--- src/verilog/rst_resume_pkg.sv ---
// shared constants and types for the flash reset and resume control
package rst_resume_pkg;

  // command opcodes as seen by this block (decoded upstream)
  localparam logic [7:0] CMD_SUSPEND = 8'hb0;
  localparam logic [7:0] CMD_RESUME = 8'h30;
  localparam logic [7:0] CMD_SOFT_RESET_ENABLE = 8'h66;
  localparam logic [7:0] CMD_SOFT_RESET = 8'h99;
  localparam logic [7:0] CMD_READ_STATUS1 = 8'h05;
  localparam logic [7:0] CMD_READ_ANY_REG = 8'h65;

  // status bit positions
  localparam int BUSY_BIT = 0;
  localparam int ERASE_SUSP_BIT = 1;
  localparam int INTEG_SUSP_BIT = 4;
  localparam logic [7:0] STATUS_RESET_VALUE = 8'h00;

  // clock and times in ns
  localparam int CLK_PERIOD_NS = 4;
  localparam int POWER_UP_DELAY_NS = 300000;
  localparam int RESET_RECOVERY_NS = 450;
  localparam int RESET_PULSE_MIN_NS = 200;
  localparam int SIGNALING_RESET_NS = 450;
  localparam int SOFT_RESET_NS = 1000;

  // derived cycle counts: least times round up
  localparam int POWER_UP_CYC = (POWER_UP_DELAY_NS + CLK_PERIOD_NS - 1) / CLK_PERIOD_NS;
  localparam int RESET_RECOVERY_CYC = RESET_RECOVERY_NS / CLK_PERIOD_NS;
  localparam int RESET_PULSE_MIN_CYC = (RESET_PULSE_MIN_NS + CLK_PERIOD_NS - 1) / CLK_PERIOD_NS;
  localparam int SIGNALING_RESET_CYC = SIGNALING_RESET_NS / CLK_PERIOD_NS;
  localparam int SOFT_RESET_CYC = SOFT_RESET_NS / CLK_PERIOD_NS;

  localparam int SIGNAL_PULSES = 4;

  // operation state of the embedded engine
  typedef enum logic [2:0] {
    OP_IDLE,
    OP_PROGRAM,
    OP_ERASE,
    OP_INTEG,
    OP_PROG_IN_ERASE_SUSP
  } op_state_t;

  // reset sequencer state
  typedef enum logic [2:0] {
    RS_POR,
    RS_HW_HOLD,
    RS_HW_RECOVER,
    RS_SIG_RESET,
    RS_SOFT_RESET,
    RS_READY
  } rst_state_t;

endpackage : rst_resume_pkg
--- src/verilog/cycle_timer.sv ---
// loadable down counter that flags when a wait has run out
`timescale 1ns/1ps
module cycle_timer #(
  parameter int WIDTH = 20
) (
  // clock and reset
  input wire logic clk_sys_i,
  input wire logic reset_i,
  // control
  input wire logic load_i,
  input wire logic [WIDTH-1:0] count_i,
  // status
  output logic done_o
);
  logic [WIDTH-1:0] cnt_q;

  // refuse widths the counter cannot serve
  if (WIDTH < 2) begin : g_bad_width
    $error("cycle_timer: WIDTH too small");
  end

  // reload wins over reset and counting, so a wait loaded in reset starts on release
  always_ff @(posedge clk_sys_i) begin
    if (load_i) begin
      cnt_q <= count_i;
    end else if (reset_i) begin
      cnt_q <= '0;
    end else if (cnt_q != '0) begin
      cnt_q <= cnt_q - 1'b1;
    end
  end

  assign done_o = (cnt_q == '0) && !load_i;
endmodule : cycle_timer

--- src/verilog/flash_reset_and_resume_ctrl.sv ---
// reset sequencing and suspend/resume control of the flash device
`timescale 1ns/1ps
module flash_reset_and_resume_ctrl
  import rst_resume_pkg::*;
#(
  parameter int POWER_UP_CYCLES = POWER_UP_CYC,
  parameter int TIMER_WIDTH = 20
) (
  // clock and reset
  input wire logic clk_sys_i,
  input wire logic reset_i,
  // pins from the host
  input wire logic reset_pin_n_i,
  input wire logic select_n_i,
  input wire logic data_line_0_i,
  // decoded command, one pulse at select rise
  input wire logic cmd_valid_i,
  input wire logic [7:0] cmd_code_i,
  // embedded engine
  input wire logic start_program_i,
  input wire logic start_erase_i,
  input wire logic start_integ_i,
  input wire logic op_done_i,
  input wire logic config_match_i,
  // status and control outputs
  output logic [7:0] status1_volatile_o,
  output logic [7:0] status2_volatile_o,
  output logic device_ready_o,
  output logic outputs_enable_o,
  output logic reload_volatile_o,
  output logic abort_ops_o,
  output logic cmd_accept_o
);

  // refuse parameter values the shared timer cannot hold
  if (POWER_UP_CYCLES < 1) begin : g_bad_power_up
    $error("POWER_UP_CYCLES must be at least 1");
  end
  if (POWER_UP_CYCLES >= (1 << TIMER_WIDTH)) begin : g_bad_width
    $error("TIMER_WIDTH too small");
  end

  logic reset_pin_lvl;
  logic select_lvl;
  logic data0_lvl;
  logic select_lvl_q;
  logic select_rise;
  logic select_fall;
  logic timer_load;
  logic [TIMER_WIDTH-1:0] timer_count;
  logic timer_done;
  logic [TIMER_WIDTH-1:0] pulse_cnt_q;
  logic pulse_long;

  rst_state_t rst_q;
  op_state_t op_q;
  logic prog_susp_q;
  logic erase_susp_q;
  logic integ_susp_q;
  logic busy_q;
  logic soft_en_q;
  logic [2:0] sig_cnt_q;
  logic sig_dq_q;
  logic sig_dq_at_fall_q;
  logic sig_trigger;
  logic soft_trigger;
  logic hw_trigger;
  logic hw_entry;
  logic is_resume;
  logic is_suspend;

  // pins cross in from the host domain
  pin_sync #(.RESET_LEVEL(1'b1)) u_sync_rst (
    .clk_sys_i(clk_sys_i), .reset_i(reset_i), .pin_i(reset_pin_n_i), .level_o(reset_pin_lvl)
  );
  pin_sync #(.RESET_LEVEL(1'b1)) u_sync_cs (
    .clk_sys_i(clk_sys_i), .reset_i(reset_i), .pin_i(select_n_i), .level_o(select_lvl)
  );
  pin_sync #(.RESET_LEVEL(1'b0)) u_sync_data0 (
    .clk_sys_i(clk_sys_i), .reset_i(reset_i), .pin_i(data_line_0_i), .level_o(data0_lvl)
  );

  // one timer serves every reset wait, since waits never overlap
  cycle_timer #(.WIDTH(TIMER_WIDTH)) u_timer (
    .clk_sys_i(clk_sys_i), .reset_i(reset_i), .load_i(timer_load),
    .count_i(timer_count), .done_o(timer_done)
  );

  // select edge detection on the filtered level
  always_ff @(posedge clk_sys_i) begin
    if (reset_i) begin
      select_lvl_q <= 1'b1;
    end else begin
      select_lvl_q <= select_lvl;
    end
  end
  assign select_rise = select_lvl && !select_lvl_q;
  assign select_fall = !select_lvl && select_lvl_q;

  // reset pin low time, saturating
  always_ff @(posedge clk_sys_i) begin
    if (reset_i || reset_pin_lvl) begin
      pulse_cnt_q <= '0;
    end else if (!pulse_long) begin
      pulse_cnt_q <= pulse_cnt_q + 1'b1;
    end
  end
  assign pulse_long = pulse_cnt_q >= TIMER_WIDTH'(RESET_PULSE_MIN_CYC);

  // ignored entirely while power-on reset runs
  assign hw_trigger = pulse_long && (rst_q != RS_POR);
  // a held pin keeps the trigger up; only its first cycle starts a reset
  assign hw_entry = hw_trigger && (rst_q != RS_HW_HOLD);

  // signaling reset pattern: four select pulses, data line alternating;
  // cleared once it fires, else select staying high would retrigger forever
  always_ff @(posedge clk_sys_i) begin
    if (reset_i || rst_q == RS_POR || sig_trigger) begin
      sig_cnt_q <= '0;
      sig_dq_q <= 1'b0;
      sig_dq_at_fall_q <= 1'b0;
    end else if (select_fall) begin
      sig_dq_at_fall_q <= data0_lvl;
    end else if (select_rise) begin
      // a pulse counts if data line held and alternated from the last
      if (data0_lvl == sig_dq_at_fall_q &&
          (sig_cnt_q == '0 || data0_lvl != sig_dq_q)) begin
        sig_cnt_q <= (sig_cnt_q == 3'(SIGNAL_PULSES)) ? 3'd1 : sig_cnt_q + 3'd1;
        sig_dq_q <= data0_lvl;
      end else begin
        sig_cnt_q <= 3'd1;
        sig_dq_q <= data0_lvl;
      end
      // a real command cycle breaks the pattern
    end else if (cmd_valid_i) begin
      sig_cnt_q <= '0;
    end
  end
  // any state other than power-on reset may be interrupted
  assign sig_trigger = (sig_cnt_q == 3'(SIGNAL_PULSES)) && select_lvl &&
                       !cmd_valid_i && rst_q != RS_POR;

  // commands are only taken when ready
  assign cmd_accept_o = cmd_valid_i && (rst_q == RS_READY);
  assign is_resume = cmd_accept_o && cmd_code_i == CMD_RESUME;
  assign is_suspend = cmd_accept_o && cmd_code_i == CMD_SUSPEND;

  // enable must be the very last command before the reset command
  always_ff @(posedge clk_sys_i) begin
    if (reset_i || rst_q != RS_READY) begin
      soft_en_q <= 1'b0;
    end else if (cmd_accept_o) begin
      soft_en_q <= (cmd_code_i == CMD_SOFT_RESET_ENABLE);
    end
  end
  // reset pin level plays no part here
  assign soft_trigger = cmd_accept_o && cmd_code_i == CMD_SOFT_RESET && soft_en_q;

  // reset sequencer
  always_ff @(posedge clk_sys_i) begin
    if (reset_i) begin
      rst_q <= RS_POR;
    end else if (hw_trigger) begin
      rst_q <= RS_HW_HOLD;
    end else if (sig_trigger) begin
      rst_q <= RS_SIG_RESET;
    end else begin
      case (rst_q)
        RS_POR: if (timer_done) rst_q <= RS_READY;
        RS_HW_HOLD: if (reset_pin_lvl) rst_q <= RS_HW_RECOVER;
        RS_HW_RECOVER: if (timer_done) rst_q <= RS_READY;
        RS_SIG_RESET: if (timer_done) rst_q <= RS_READY;
        RS_SOFT_RESET: if (timer_done) rst_q <= RS_READY;
        RS_READY: if (soft_trigger) rst_q <= RS_SOFT_RESET;
        default: rst_q <= RS_POR;
      endcase
    end
  end

  // timer loads on entry to each timed state
  always_comb begin
    timer_load = 1'b0;
    timer_count = '0;
    if (reset_i) begin
      timer_load = 1'b1;
      timer_count = TIMER_WIDTH'(POWER_UP_CYCLES);
    end else if (hw_trigger) begin
      timer_load = 1'b0;
    end else if (sig_trigger) begin
      timer_load = 1'b1;
      timer_count = TIMER_WIDTH'(SIGNALING_RESET_CYC);
    end else if (rst_q == RS_HW_HOLD && reset_pin_lvl) begin
      timer_load = 1'b1;
      timer_count = TIMER_WIDTH'(RESET_RECOVERY_CYC);
    end else if (rst_q == RS_READY && soft_trigger) begin
      timer_load = 1'b1;
      timer_count = TIMER_WIDTH'(SOFT_RESET_CYC);
    end
  end

  // suspend and resume bookkeeping; any reset drops all operations
  always_ff @(posedge clk_sys_i) begin
    if (reset_i || hw_trigger || sig_trigger || soft_trigger || rst_q != RS_READY) begin
      op_q <= OP_IDLE;
      prog_susp_q <= 1'b0;
      erase_susp_q <= 1'b0;
      integ_susp_q <= 1'b0;
    end else begin
      case (op_q)
        OP_IDLE: begin
          if (is_resume) begin
            if (prog_susp_q) begin
              op_q <= erase_susp_q ? OP_PROG_IN_ERASE_SUSP : OP_PROGRAM;
              prog_susp_q <= 1'b0;
            end else if (erase_susp_q) begin
              op_q <= OP_ERASE;
              erase_susp_q <= 1'b0;
            end else if (integ_susp_q) begin
              op_q <= OP_INTEG;
              integ_susp_q <= 1'b0;
            end
            // nothing suspended: command has no effect
          end else if (start_program_i) begin
            op_q <= erase_susp_q ? OP_PROG_IN_ERASE_SUSP : OP_PROGRAM;
          end else if (start_erase_i && !prog_susp_q && !erase_susp_q && !integ_susp_q) begin
            op_q <= OP_ERASE;
          end else if (start_integ_i) begin
            op_q <= OP_INTEG;
          end
        end
        OP_PROGRAM, OP_ERASE, OP_INTEG, OP_PROG_IN_ERASE_SUSP: begin
          // suspend always honoured, even right after a resume
          if (is_suspend) begin
            op_q <= OP_IDLE;
            prog_susp_q <= prog_susp_q || op_q == OP_PROGRAM || op_q == OP_PROG_IN_ERASE_SUSP;
            erase_susp_q <= erase_susp_q || op_q == OP_ERASE;
            integ_susp_q <= integ_susp_q || op_q == OP_INTEG;
          end else if (op_done_i) begin
            op_q <= OP_IDLE;
          end
        end
        default: op_q <= OP_IDLE;
      endcase
    end
  end

  // busy follows the engine; set on resume and held until done or suspend
  always_ff @(posedge clk_sys_i) begin
    if (reset_i) begin
      busy_q <= 1'b1;
    end else if (rst_q != RS_READY || hw_trigger || sig_trigger || soft_trigger) begin
      busy_q <= 1'b1;
    end else if (is_resume && (prog_susp_q || erase_susp_q || integ_susp_q)) begin
      busy_q <= 1'b1;
    end else begin
      busy_q <= (op_q != OP_IDLE) && !is_suspend && !op_done_i;
    end
  end

  // status registers reload on every reset
  always_ff @(posedge clk_sys_i) begin
    if (reset_i) begin
      status1_volatile_o <= STATUS_RESET_VALUE;
      status2_volatile_o <= STATUS_RESET_VALUE;
    end else begin
      status1_volatile_o <= STATUS_RESET_VALUE;
      status1_volatile_o[BUSY_BIT] <= busy_q;
      status2_volatile_o <= STATUS_RESET_VALUE;
      status2_volatile_o[ERASE_SUSP_BIT] <= erase_susp_q;
      status2_volatile_o[INTEG_SUSP_BIT] <= integ_susp_q;
    end
  end

  // outputs float in pin and signaling resets; soft reset allows status-1 reads only while config_match_i is set
  always_ff @(posedge clk_sys_i) begin
    if (reset_i) begin
      outputs_enable_o <= 1'b0;
      device_ready_o <= 1'b0;
      reload_volatile_o <= 1'b0;
      abort_ops_o <= 1'b0;
    end else begin
      device_ready_o <= (rst_q == RS_READY);
      outputs_enable_o <= (rst_q == RS_READY) ||
                          (rst_q == RS_SOFT_RESET && config_match_i);
      reload_volatile_o <= soft_trigger || sig_trigger || hw_entry;
      abort_ops_o <= soft_trigger || sig_trigger || hw_entry;
    end
  end

endmodule : flash_reset_and_resume_ctrl

--- src/verilog/pin_sync.sv ---
// three-stage pin synchroniser with agreement of the last two stages
`timescale 1ns/1ps
module pin_sync #(
  parameter logic RESET_LEVEL = 1'b1
) (
  // clock and reset
  input wire logic clk_sys_i,
  input wire logic reset_i,
  // pin and filtered level
  input wire logic pin_i,
  output logic level_o
);
  logic s1_q;
  logic s2_q;
  logic s3_q;

  // first stage only feeds the second
  always_ff @(posedge clk_sys_i) begin
    if (reset_i) begin
      s1_q <= RESET_LEVEL;
      s2_q <= RESET_LEVEL;
      s3_q <= RESET_LEVEL;
    end else begin
      s1_q <= pin_i;
      s2_q <= s1_q;
      s3_q <= s2_q;
    end
  end

  // level changes only once stages two and three agree
  always_ff @(posedge clk_sys_i) begin
    if (reset_i) begin
      level_o <= RESET_LEVEL;
    end else if (s2_q == s3_q) begin
      level_o <= s2_q;
    end
  end
endmodule : pin_sync

--- config.mk ---
export PLATFORM = sky130hd
export DESIGN_NAME = flash_reset_and_resume_ctrl
export DESIGN_NICKNAME = d
export VERILOG_FILES = /design/src/verilog/rst_resume_pkg.sv /design/src/verilog/cycle_timer.sv /design/src/verilog/flash_reset_and_resume_ctrl.sv /design/src/verilog/pin_sync.sv
export SDC_FILE = /design/constraint.sdc
export NUM_CORES = 1
export LEC_CHECK = 0
export ABC_AREA = 1
export BUFFER_PORTS_ARGS = -buffer_cell sky130_fd_sc_hd__buf_2
export CAP_MARGIN = 20
export CORE_MARGIN = 1.5
export CORE_UTILIZATION = 28
export CTS_CLUSTER_DIAMETER = 30
export DETAILED_ROUTE_END_ITERATION = 10
export SLEW_MARGIN = 20
export SYNTH_ARGS = -nofsm -noshare
export SYNTH_HDL_FRONTEND = slang
export SYNTH_SLANG_ARGS = --single-unit
--- constraint.sdc ---
create_clock -name clk_sys_i -period 4.64 [get_ports clk_sys_i]
set_input_delay 0.928 -clock clk_sys_i [delete_from_list [all_inputs] [get_ports clk_sys_i]]
set_output_delay 0.928 -clock clk_sys_i [all_outputs]
set_load 0.02 [all_outputs]
After elaboration in Yosys (flattened, before gate mapping)
Cells that the tools add are included.
Storage, ports and cells
  register bits after elaboration: 88
  logic and storage cells: 199
  output and inout port bits: 21
Operators by class
  bitwise gates (word level): 1
  add/sub/neg operators: 3
  reductions and logical operators: 77
  muxes and demuxes: 46
  $lt $le $gt $ge: 1
  equality and inequality tests: 37
Operators by type and width (count)
  two-way mux 20 bit: 3
  two-way mux 3 bit: 17
  two-way mux 8 bit: 4
  logical AND 1 bit: 23
  logical OR 1 bit: 21
  adder 20 x 1 -> 20 bit (second input constant): 1
  >= comparator 20 x 6 -> 1 bit (second input constant): 1
  zero test 20 bit: 1
  nonzero test 20 bit: 1
  subtractor 20 x 1 -> 20 bit (second input constant): 1
  two-way mux 17 bit: 1
  equality test 8 bit (second input constant): 2
  two-way mux 1 bit: 15
  AND reduction 3 bit: 5
  equality test 3 x 2 -> 1 bit (second input constant): 4
  equality test 3 bit (second input constant): 4
  inequality test 2 bit (second input constant): 5
  inequality test 5 bit (second input constant): 2
  zero test 1 bit: 9
  zero test 3 bit: 3
  inequality test 3 bit (second input constant): 3
  case mux 3 bit (3 select lines): 1
  nonzero test 3 bit: 3
  equality test 8 x 6 -> 1 bit (second input constant): 1
  22 further kinds: 34

Depth between registers and ports, before layout
Gate-level depths: netlist (run 1).
  depth after elaboration: 16
  gate-level depth with buffers: 14

By module
From an unflattened synthesis (run 1), not the netlist that was laid out.
Second synthesis, totals
  cell total of the unflattened synthesis: 575
  area total of the unflattened synthesis: 4101.4 um^2
Modules (own cells, without submodules)
  flash_reset_and_resume_ctrl: seq. area each 860.8 um^2, cells each 344, area each 2343.5 um^2, times used 1
  cycle_timer: seq. area each 600.6 um^2, cells each 188, area each 1378.8 um^2, times used 1
  pin_sync at u_sync_cs ...: seq. area each 80.1 um^2, cells each 15, area each 128.9 um^2, times used 2
  pin_sync at u_sync_data0: seq. area each 80.1 um^2, cells each 13, area each 121.4 um^2, times used 1

Least setup slack after synthesis (run 1)
No wires, ideal clock.
  kind: input to register
  start: input port cmd_valid_i
  end: register u_timer.cnt_q[0] (enable)
  path slack: 1.915 ns
  cell stages on the path: 8
  required time: 4.144 ns
  library setup time: 0.496 ns
  arrival time: 2.229 ns
  cells stage by stage: inv_1 nor2_8 nand3_1 nand3_1 nand2_1 nand2_1 inv_1 nand4_1
Between the ends
  word-level cells in the longest chain between the ends: 10
  elaborated cells on any way between the ends: 13
  those cells by class: mux (5); reduce/logical (8)
RTL lines
  start, declared: RTL line flash_reset_and_resume_ctrl.sv:17  | input wire logic cmd_valid_i,
  logical AND 1 bit: RTL line flash_reset_and_resume_ctrl.sv:144  | assign cmd_accept_o = cmd_valid_i && (rst_q == RS_READY);
  named net cmd_accept_o: RTL line flash_reset_and_resume_ctrl.sv:32  | output logic cmd_accept_o
  logical AND 1 bit (2 in a row): RTL line flash_reset_and_resume_ctrl.sv:157  | assign soft_trigger = cmd_accept_o && cmd_code_i == CMD_SOFT_RESET && soft_en_q;
  logical AND 1 bit: RTL line flash_reset_and_resume_ctrl.sv:195  | end else if (rst_q == RS_READY && soft_trigger) begin
  two-way mux 1 bit: RTL line flash_reset_and_resume_ctrl.sv:195
  two-way mux 1 bit: RTL line flash_reset_and_resume_ctrl.sv:192  | end else if (rst_q == RS_HW_HOLD && reset_pin_lvl) begin
  two-way mux 1 bit: RTL line flash_reset_and_resume_ctrl.sv:189  | end else if (sig_trigger) begin
  two-way mux 1 bit: RTL line flash_reset_and_resume_ctrl.sv:187  | end else if (hw_trigger) begin
  two-way mux 1 bit: RTL line flash_reset_and_resume_ctrl.sv:184  | if (reset_i) begin
  nonzero test 3 bit (no line)
  end signal, assigned: RTL line cycle_timer.sv:25  | cnt_q <= count_i;
  end signal, assigned: RTL line cycle_timer.sv:29  | cnt_q <= cnt_q - 1'b1;
  end, declared: RTL line cycle_timer.sv:15  | logic [WIDTH-1:0] cnt_q;
The timed path passes the listed nets, and every way through them passes these cells.
A chain may end at the register's enable or synchronous reset.

Final worst setup path (run 1)
  start: input port reset_i
  end: register u_timer.cnt_q[12] (enable)
Between the ends
  word-level cells in the longest chain between the ends: 2
RTL lines
  start, declared: RTL line flash_reset_and_resume_ctrl.sv:11  | input wire logic reset_i,
  two-way mux 1 bit: RTL line flash_reset_and_resume_ctrl.sv:184
  nonzero test 3 bit (no line) *
Every way passes the cells marked *; elsewhere a longest branch is shown, timed or not.

==> metrics.txt, run 1 <==
post-route insts no fill=686; Post-CTS Setup Inserts=0; fin crit period=2.893 ns; Max VDD drop=0.2321 mV; post-cts sizing count=0; area delta synth->final=16.84%; DR pass1 iterations=4; Port-buffer cells=26; unrepaired setup endpoints after global routing=no; Final #Nets=533; Yosys cell types=43; Clk pin slew, worst setup/hold paths=0.06 ns; io pins=40; initial antenna violation count=0; Antenna Nets Post-Route=0; Worst Path Required=4.66 ns; pre-CTS setup slack=1.358 ns; reg2reg start=pulse_cnt_q[0]; synthesized flop and latch total=75; Syn Area/Cell=7.649 um^2; Cell Area, Placed=3929 um^2; Final Hold Viols=0; vias in the first global route=2,739; die width=117.3 um; final period utilization=62.34%; H-tree depth=3; leakage power=1.794 nW; Starting DRT DRC Count=97; DR WL/cell=10.20 um; commonest non-fill, non-tap cell in the layout=nor2_1; Hold-fix buffers, CTS=0; Arrival @ worst endpoint=2.92 ns; Root Buffer=clkbuf_16; placed cells=670; Worst Setup SP=reset_i; CP endpoint kind=register; Power Total=0.001678 W; vias=2,966; antenna cells=0; cell area after layout=4272 um^2; RR Endpoint=u_timer.cnt_q[12]; Worst Path Max Fanout=17; register area share after synthesis=46.54%; outcome=finished, final reports clean; gpl congestion=0.8081; Die H=117.3 um; cells after synthesis=478; largest net degree at the start of global routing=22; GRT overflow=0; Post-Route WL=7.000 mm; Worst slew margin=56.63%; Fin Setup TNS=0 ns; startpoint types=primary input; Die Area=13,750 um^2; # clock sinks=75; r2r setup slk=1.87 ns; Max Cap Violations=0; Hold Crit Class=register to register; FP Rows=41; GRT Total Usage=11.14%; total CTS buffers=9; Clock Skews=0.004845 ns; endpoints failing setup=0; hold_sp=busy_q; Max clock buf depth=2; Worst Setup Path Type=primary input to register; synth warn=0; core area=12,670 um^2; Worst Reg-to-Reg Cells=12; Pwr Density=392.9 nW/um^2; Critical Path End=u_timer.cnt_q[12]; Max Slew Vio Count=0; Worst-Skew Late Latency=0.33 ns; worst-margin pin slew=0.6490 ns; mapped cell area=3656 um^2; Via-to-Cell Ratio=4.324; layout cells sized above 1=12.26%; slack of the critical path=1.747 ns; Remaining DRCs=0; Initial Util=28.85%; commonest cells after routing, fill and taps aside=nor2_1 (89), inv_1 (73), nand2_1 (72); first-pass GRT wire length=12.03 mm; CTS tree=yes; fmax=0.3457 GHz; DP Wirelength=5.277 mm
[area by class of cell]
type                    instances  area (um^2)
flip-flops and latches         75         1702
well taps                     172        215.2
inverters                      78        294.0
clock buffers                  11        242.7
clock inverters                 5        100.1
repair buffers                 27        137.6
multi-input cells             318         1580
fillers                      1313         8399
[synthesized netlist by cell type (all sizes together)]
library cell  number  area (um^2)
nor2              91        365.3
nand2             76        300.3
inv               75        281.5
dfxtp             55         1101
a21oi             30        157.7
nand3             26        147.7
edfxtp            20        600.6
o21ai             19        95.09
nor3              18        100.1
buf               15        110.1
xor2               9        78.83
nand4              7        43.79
or2                7        46.30
ha                 5        62.56
xnor2              5        43.79
clkbuf             4        15.01
clkinv             3        12.51
o22ai              3        18.77
a211oi             2        20.02
a22oi              1        7.510
conb               1        3.750
nand3b             1        7.510
nor3b              1        7.510
nor4               1        6.260
o21a               1        7.510
o21bai             1        7.510
o31ai              1        7.510
[report_power, final]
part           internal, W  switching [W]  total (W)
Sequential        0.000704      0.0000284   0.000733
Clock             0.000538       0.000252   0.000790
Combinational    0.0000520       0.000103   0.000155
Total              0.00129       0.000384    0.00168
[worst min-delay path by stage]
stage                            end  slack (ns)  cells past startpoint
6_report       status1_volatile_o[0]        0.40                      2
5_1_grt        status1_volatile_o[0]        0.43                      2
4_1_cts        status1_volatile_o[0]        0.41                      2
3_5_place_dp   status1_volatile_o[0]        0.40                      2
3_3_place_gp       u_sync_data0.s2_q        0.39                      2
2_1_floorplan  status1_volatile_o[0]        0.39                      2
[cells by family after synthesis]
group                      Yosys count  synth area share [%]
DFF                                 75                 46.54
xor gates and xnor gates            14                 3.354
buffers and inverters               97                 11.46
AOI/OAI and AO/OA                   58                 8.796
and+or+nand+nor                    228                 28.03
other                                1                0.1026
adders and majority gates            5                 1.711
[sequential cells by signal, summed over array words and instances (netlist names), 2 cells and up]
register / flops
rst_q: 3
status2_volatile_o: 2
u_timer.cnt_q: 20
sig_cnt_q: 3
pulse_cnt_q: 20
op_q: 3
[stage by stage]
step,hold slack [ns],util (%)
floorplan,0.3883,-
global placement,0.3914,31.01
detailed placement,0.3975,31.01
CTS,0.4074,33.71
global route,0.4264,33.71
finish,0.4046,33.71
[worst max-delay path, cell delays in order]
cell      delay, ns
buf_2          0.26
clkinv_1       0.43
nand2_1        0.52
inv_1          0.17
nand4_1        0.31
buf_4          0.29
[routing by layer]
layer  up-vias  routed length, um  track usage, %
met1      1351               3399           14.33
met5         -                  0               0
met4         0                146           5.462
met3        10                201           2.214
li1       1557                  -               -
met2        48               3252           17.91
(Power assumes the default switching activity.)
==> inputs of run 2 (changes only) <==
ABC_AREA = 0   (was 1)
clock period = 2.8 ns   (was 4.64 ns; I/O delays follow)
==> metrics.txt, run 2 <==
fmax=0.4059 GHz; CTS tree=yes (unchanged); total CTS buffers=9 (unchanged); Initial Util=28.97% (was 28.85%); Max Slew Vio Count=0 (unchanged); Die Area=13,270 um^2 (was 13,750 um^2); startpoint types=register (was primary input); area delta synth->final=16.80% (was 16.84%); Post-synth ARST share=0% (unchanged); Arrival @ worst endpoint=2.49 ns (was 2.92 ns); endpoints failing setup=0 (unchanged); Synth Area in Adders=2.060% (was 1.711%); DR WL/cell=11.88 um (was 10.20 um); io pins=40 (unchanged); Antenna Nets Post-Route=0 (unchanged); unrepaired setup endpoints after global routing=no (unchanged); largest family of logic cells by synthesized area=simple AND/OR/NAND/NOR gates (unchanged); DP Wirelength=4.748 mm (was 5.277 mm); Power Total=0.002491 W (was 0.001678 W); Clock Skews=0.004997 ns (was 0.004845 ns); met1 Track Usage GR=14.20% (was 14.33%); CP max-delay cell=or4_4 (was nand2_1); leakage power=1.509 nW (was 1.794 nW); Post-Synth Simple-Gate Area=26.88% (was 28.03%); Hold Crit Class=primary input to register (was register to register); register area share after synthesis=48.30% (was 46.54%); crit-path cells=or4_4 > or4_4 > nor4_4 > o21ai_4 (was buf_2 > clkinv_1 > nand2_1 > inv_1 > nand4_1 > buf_4); Yosys cell types=63 (was 43); mux contribution to synthesized area=0.6037% (was 0%); Clk pin slew, worst setup/hold paths=0.06 ns (about the same); met3 GRT Util=3.216% (was 2.214%); cells after synthesis=365 (was 478); Flop pwr share=48.0% (was 43.7%); layout cells sized above 1=18.07% (was 12.26%); Worst slew margin=54.06% (was 56.63%); Synth area leader=dfxtp_1 (unchanged); RR Endpoint=u_timer.cnt_q[15] (was u_timer.cnt_q[12]); gpl congestion=0.8247 (was 0.8081); Hold Path Depth=2 (unchanged); sw frac=24.18% (was 22.89%); Worst Path Required=2.83 ns (was 4.66 ns); GRT Total Usage=10.99% (was 11.14%); synth cell count leaders=dfxtp_1 (55), nor2_1 (47), edfxtp_1 (20) (was nor2_1 (89), inv_1 (73), nand2_1 (72)); post-route insts no fill=572 (was 686); final period utilization=87.99%; GRT overflow=0 (unchanged); mapped cell area=3523 um^2 (was 3656 um^2); Remaining DRCs=0 (unchanged); Worst-Skew Late Latency=0.33 ns (about the same); ys flop type=dfxtp_1 (unchanged); initial antenna violation count=0 (unchanged); Worst Setup Path Type=register to register (was primary input to register); crit-path most repeated cell=or4_4; # clock sinks=75 (unchanged); number of flops mapped to enable cells by yosys=20 (unchanged); outcome=finished, final reports clean (unchanged); power share of the clock group=44.0% (was 47.1%); H-tree depth=3 (unchanged); top-count cell post-synth=dfxtp_1 (was nor2_1); CP endpoint kind=register (unchanged); Fin Setup TNS=0 ns (unchanged); post-cts sizing count=0 (unchanged); met2 Use GR=17.30% (was 17.91%); pre-CTS setup slack=0.01368 ns (was 1.358 ns); synthesized flop and latch total=75 (unchanged); hold_sp=reset_pin_n_i (was busy_q); FP Rows=40 (was 41); Post-CTS Setup Inserts=0 (unchanged); Combinational Power Share=8.0% (was 9.3%); commonest cells after routing, fill and taps aside=dfxtp_1 (55), nor2_1 (47), buf_2 (26) (was nor2_1 (89), inv_1 (73), nand2_1 (72)); Worst Path Max Fanout=20 (was 17); Via-to-Cell Ratio=4.635 (was 4.324); Max clock buf depth=2 (unchanged); first-pass GRT wire length=11.70 mm (was 12.03 mm); Starting DRT DRC Count=110 (was 97); endpoint with the worst hold slack=u_sync_rst.s1_q (was status1_volatile_o[0]); Port-buffer cells=26 (unchanged); cell-internal power=0.001888 W (was 0.001294 W); fin crit period=2.464 ns; synth warn=0 (unchanged); Regs by FF count=pulse_cnt_q x20, u_timer.cnt_q x20 (unchanged); slack of the critical path=0.3364 ns (was 1.747 ns); Worst Reg-to-Reg Cells=4 (was 12); Max VDD drop=0.2464 mV (was 0.2321 mV); Root Buffer=clkbuf_16 (unchanged); GR peak layer=met2 (unchanged); Die H=115.2 um (was 117.3 um); Hold-fix buffers, CTS=0 (unchanged); vias in the first global route=2,550 (was 2,739); Final #Nets=423 (was 533); antenna cells=0 (unchanged); xor and xnor area share after synthesis=5.220% (was 3.354%); DR pass1 iterations=4 (unchanged); Max Cap Violations=0 (unchanged); Syn Area/Cell=9.653 um^2 (was 7.649 um^2); Max stage delay on crit path=0.56 ns (was 0.52 ns); die width=115.2 um (was 117.3 um); core area=12,160 um^2 (was 12,670 um^2); placed cells=556 (was 670); Net Sw Power=0.0006022 W (was 0.0003841 W); Post-Route WL=6.798 mm (was 7.000 mm); vias=2,651 (was 2,966); commonest non-fill, non-tap cell in the layout=dfxtp_1 (was nor2_1); Synth Area in Compound Gates=10.80% (was 8.795%); Synth area leaders=dfxtp_1 (31%), edfxtp_1 (17%), nor2_1 (5.0%), xnor2_1 (3.5%), buf_4 (3.0%) (was dfxtp_1 (30%), edfxtp_1 (16%), nor2_1 (9.1%), inv_1 (7.5%), nand2_1 (7.4%)); r2r setup slk=0.34 ns (was 1.87 ns); worst-margin pin slew=0.6865 ns (was 0.6490 ns); Pwr Density=605.3 nW/um^2 (was 392.9 nW/um^2); post-synth top area share=31.25% (was 30.12%); reg2reg start=u_timer.cnt_q[11] (was pulse_cnt_q[0]); largest net degree at the start of global routing=24 (was 22); Final Hold Viols=0 (unchanged)
==> run 2: power by group through the flow <==
| stage | sequential (W) | combinational [W] | clock (W) |
|---|---|---|---|
| final | 0.00120 | 0.000198 | 0.00110 |
| after global routing | 0.00120 | 0.000223 | 0.00118 |
| after CTS | 0.00119 | 0.000197 | 0.00113 |
| after detailed placement | 0.00122 | 0.000195 | 0 |
| after global placement | 0.00122 | 0.000191 | 0 |
| after floorplan | 0.00121 | 0.000164 | 0 |
==> run 2: how the worst max path moves through the flow <==
stage                 startpoint           endpoint  slack [ns]  cells after the start
6_report       u_timer.cnt_q[11]  u_timer.cnt_q[15]        0.34                      4
5_1_grt        u_timer.cnt_q[11]  u_timer.cnt_q[10]        0.24                      4
3_3_place_gp       cmd_code_i[1]   u_timer.cnt_q[6]        0.07                      5
4_1_cts        u_timer.cnt_q[11]   u_timer.cnt_q[2]        0.20                      4
3_5_place_dp       cmd_code_i[1]   u_timer.cnt_q[5]        0.01                      5
2_1_floorplan      cmd_code_i[1]   u_timer.cnt_q[0]        0.31                      4
==> run 2: final cells by class <==
cell class / count / area, um^2
Clock buffer: 10 / 250.2
Clock inverter: 6 / 37.54
Fill cell: 1255 / 8046
Inverter: 14 / 52.55
Multi-Input combinational cell: 264 / 1665
Sequential cell: 75 / 1702
Tap cell: 168 / 210.2
Timing Repair Buffer: 35 / 197.7
==> run 2: cell families (layout without fill, tap and decap cells) <==
group,after synthesis,in the layout
flip-flops,75,75
AO/OA/AOI/OAI,60,60
adder cells (fa/ha/maj),6,6
XOR/XNOR,21,21
AND/OR/NAND/NOR,162,162
buffers and inverters,38,65
other,1,13
multiplexers,2,2
==> run 2: per-stage QoR <==
stage	utilization, %	hold WS, ns	area (um^2)
after floorplan	-	0.3895	3572
after global placement	31.41	0.3984	3820
after detailed placement	31.41	0.4021	3820
after CTS	33.78	0.4001	4108
after global routing	33.84	0.4041	4115
final	33.84	0.4115	4115
==> run 2: routing by layer <==
layer,vias up,share of wire (%)
met5,-,0
met4,0,1.6
met3,11,4.8
met2,59,45
met1,1247,49
li1,1334,-
==> run 2: critical path: cells and delay by family, from the launching register on <==
family / cells / cell delay, ns
and+or+nand+nor: 3 / 1.45
DFF: 1 / 0.43
AOI/OAI and AO/OA: 1 / 0.27
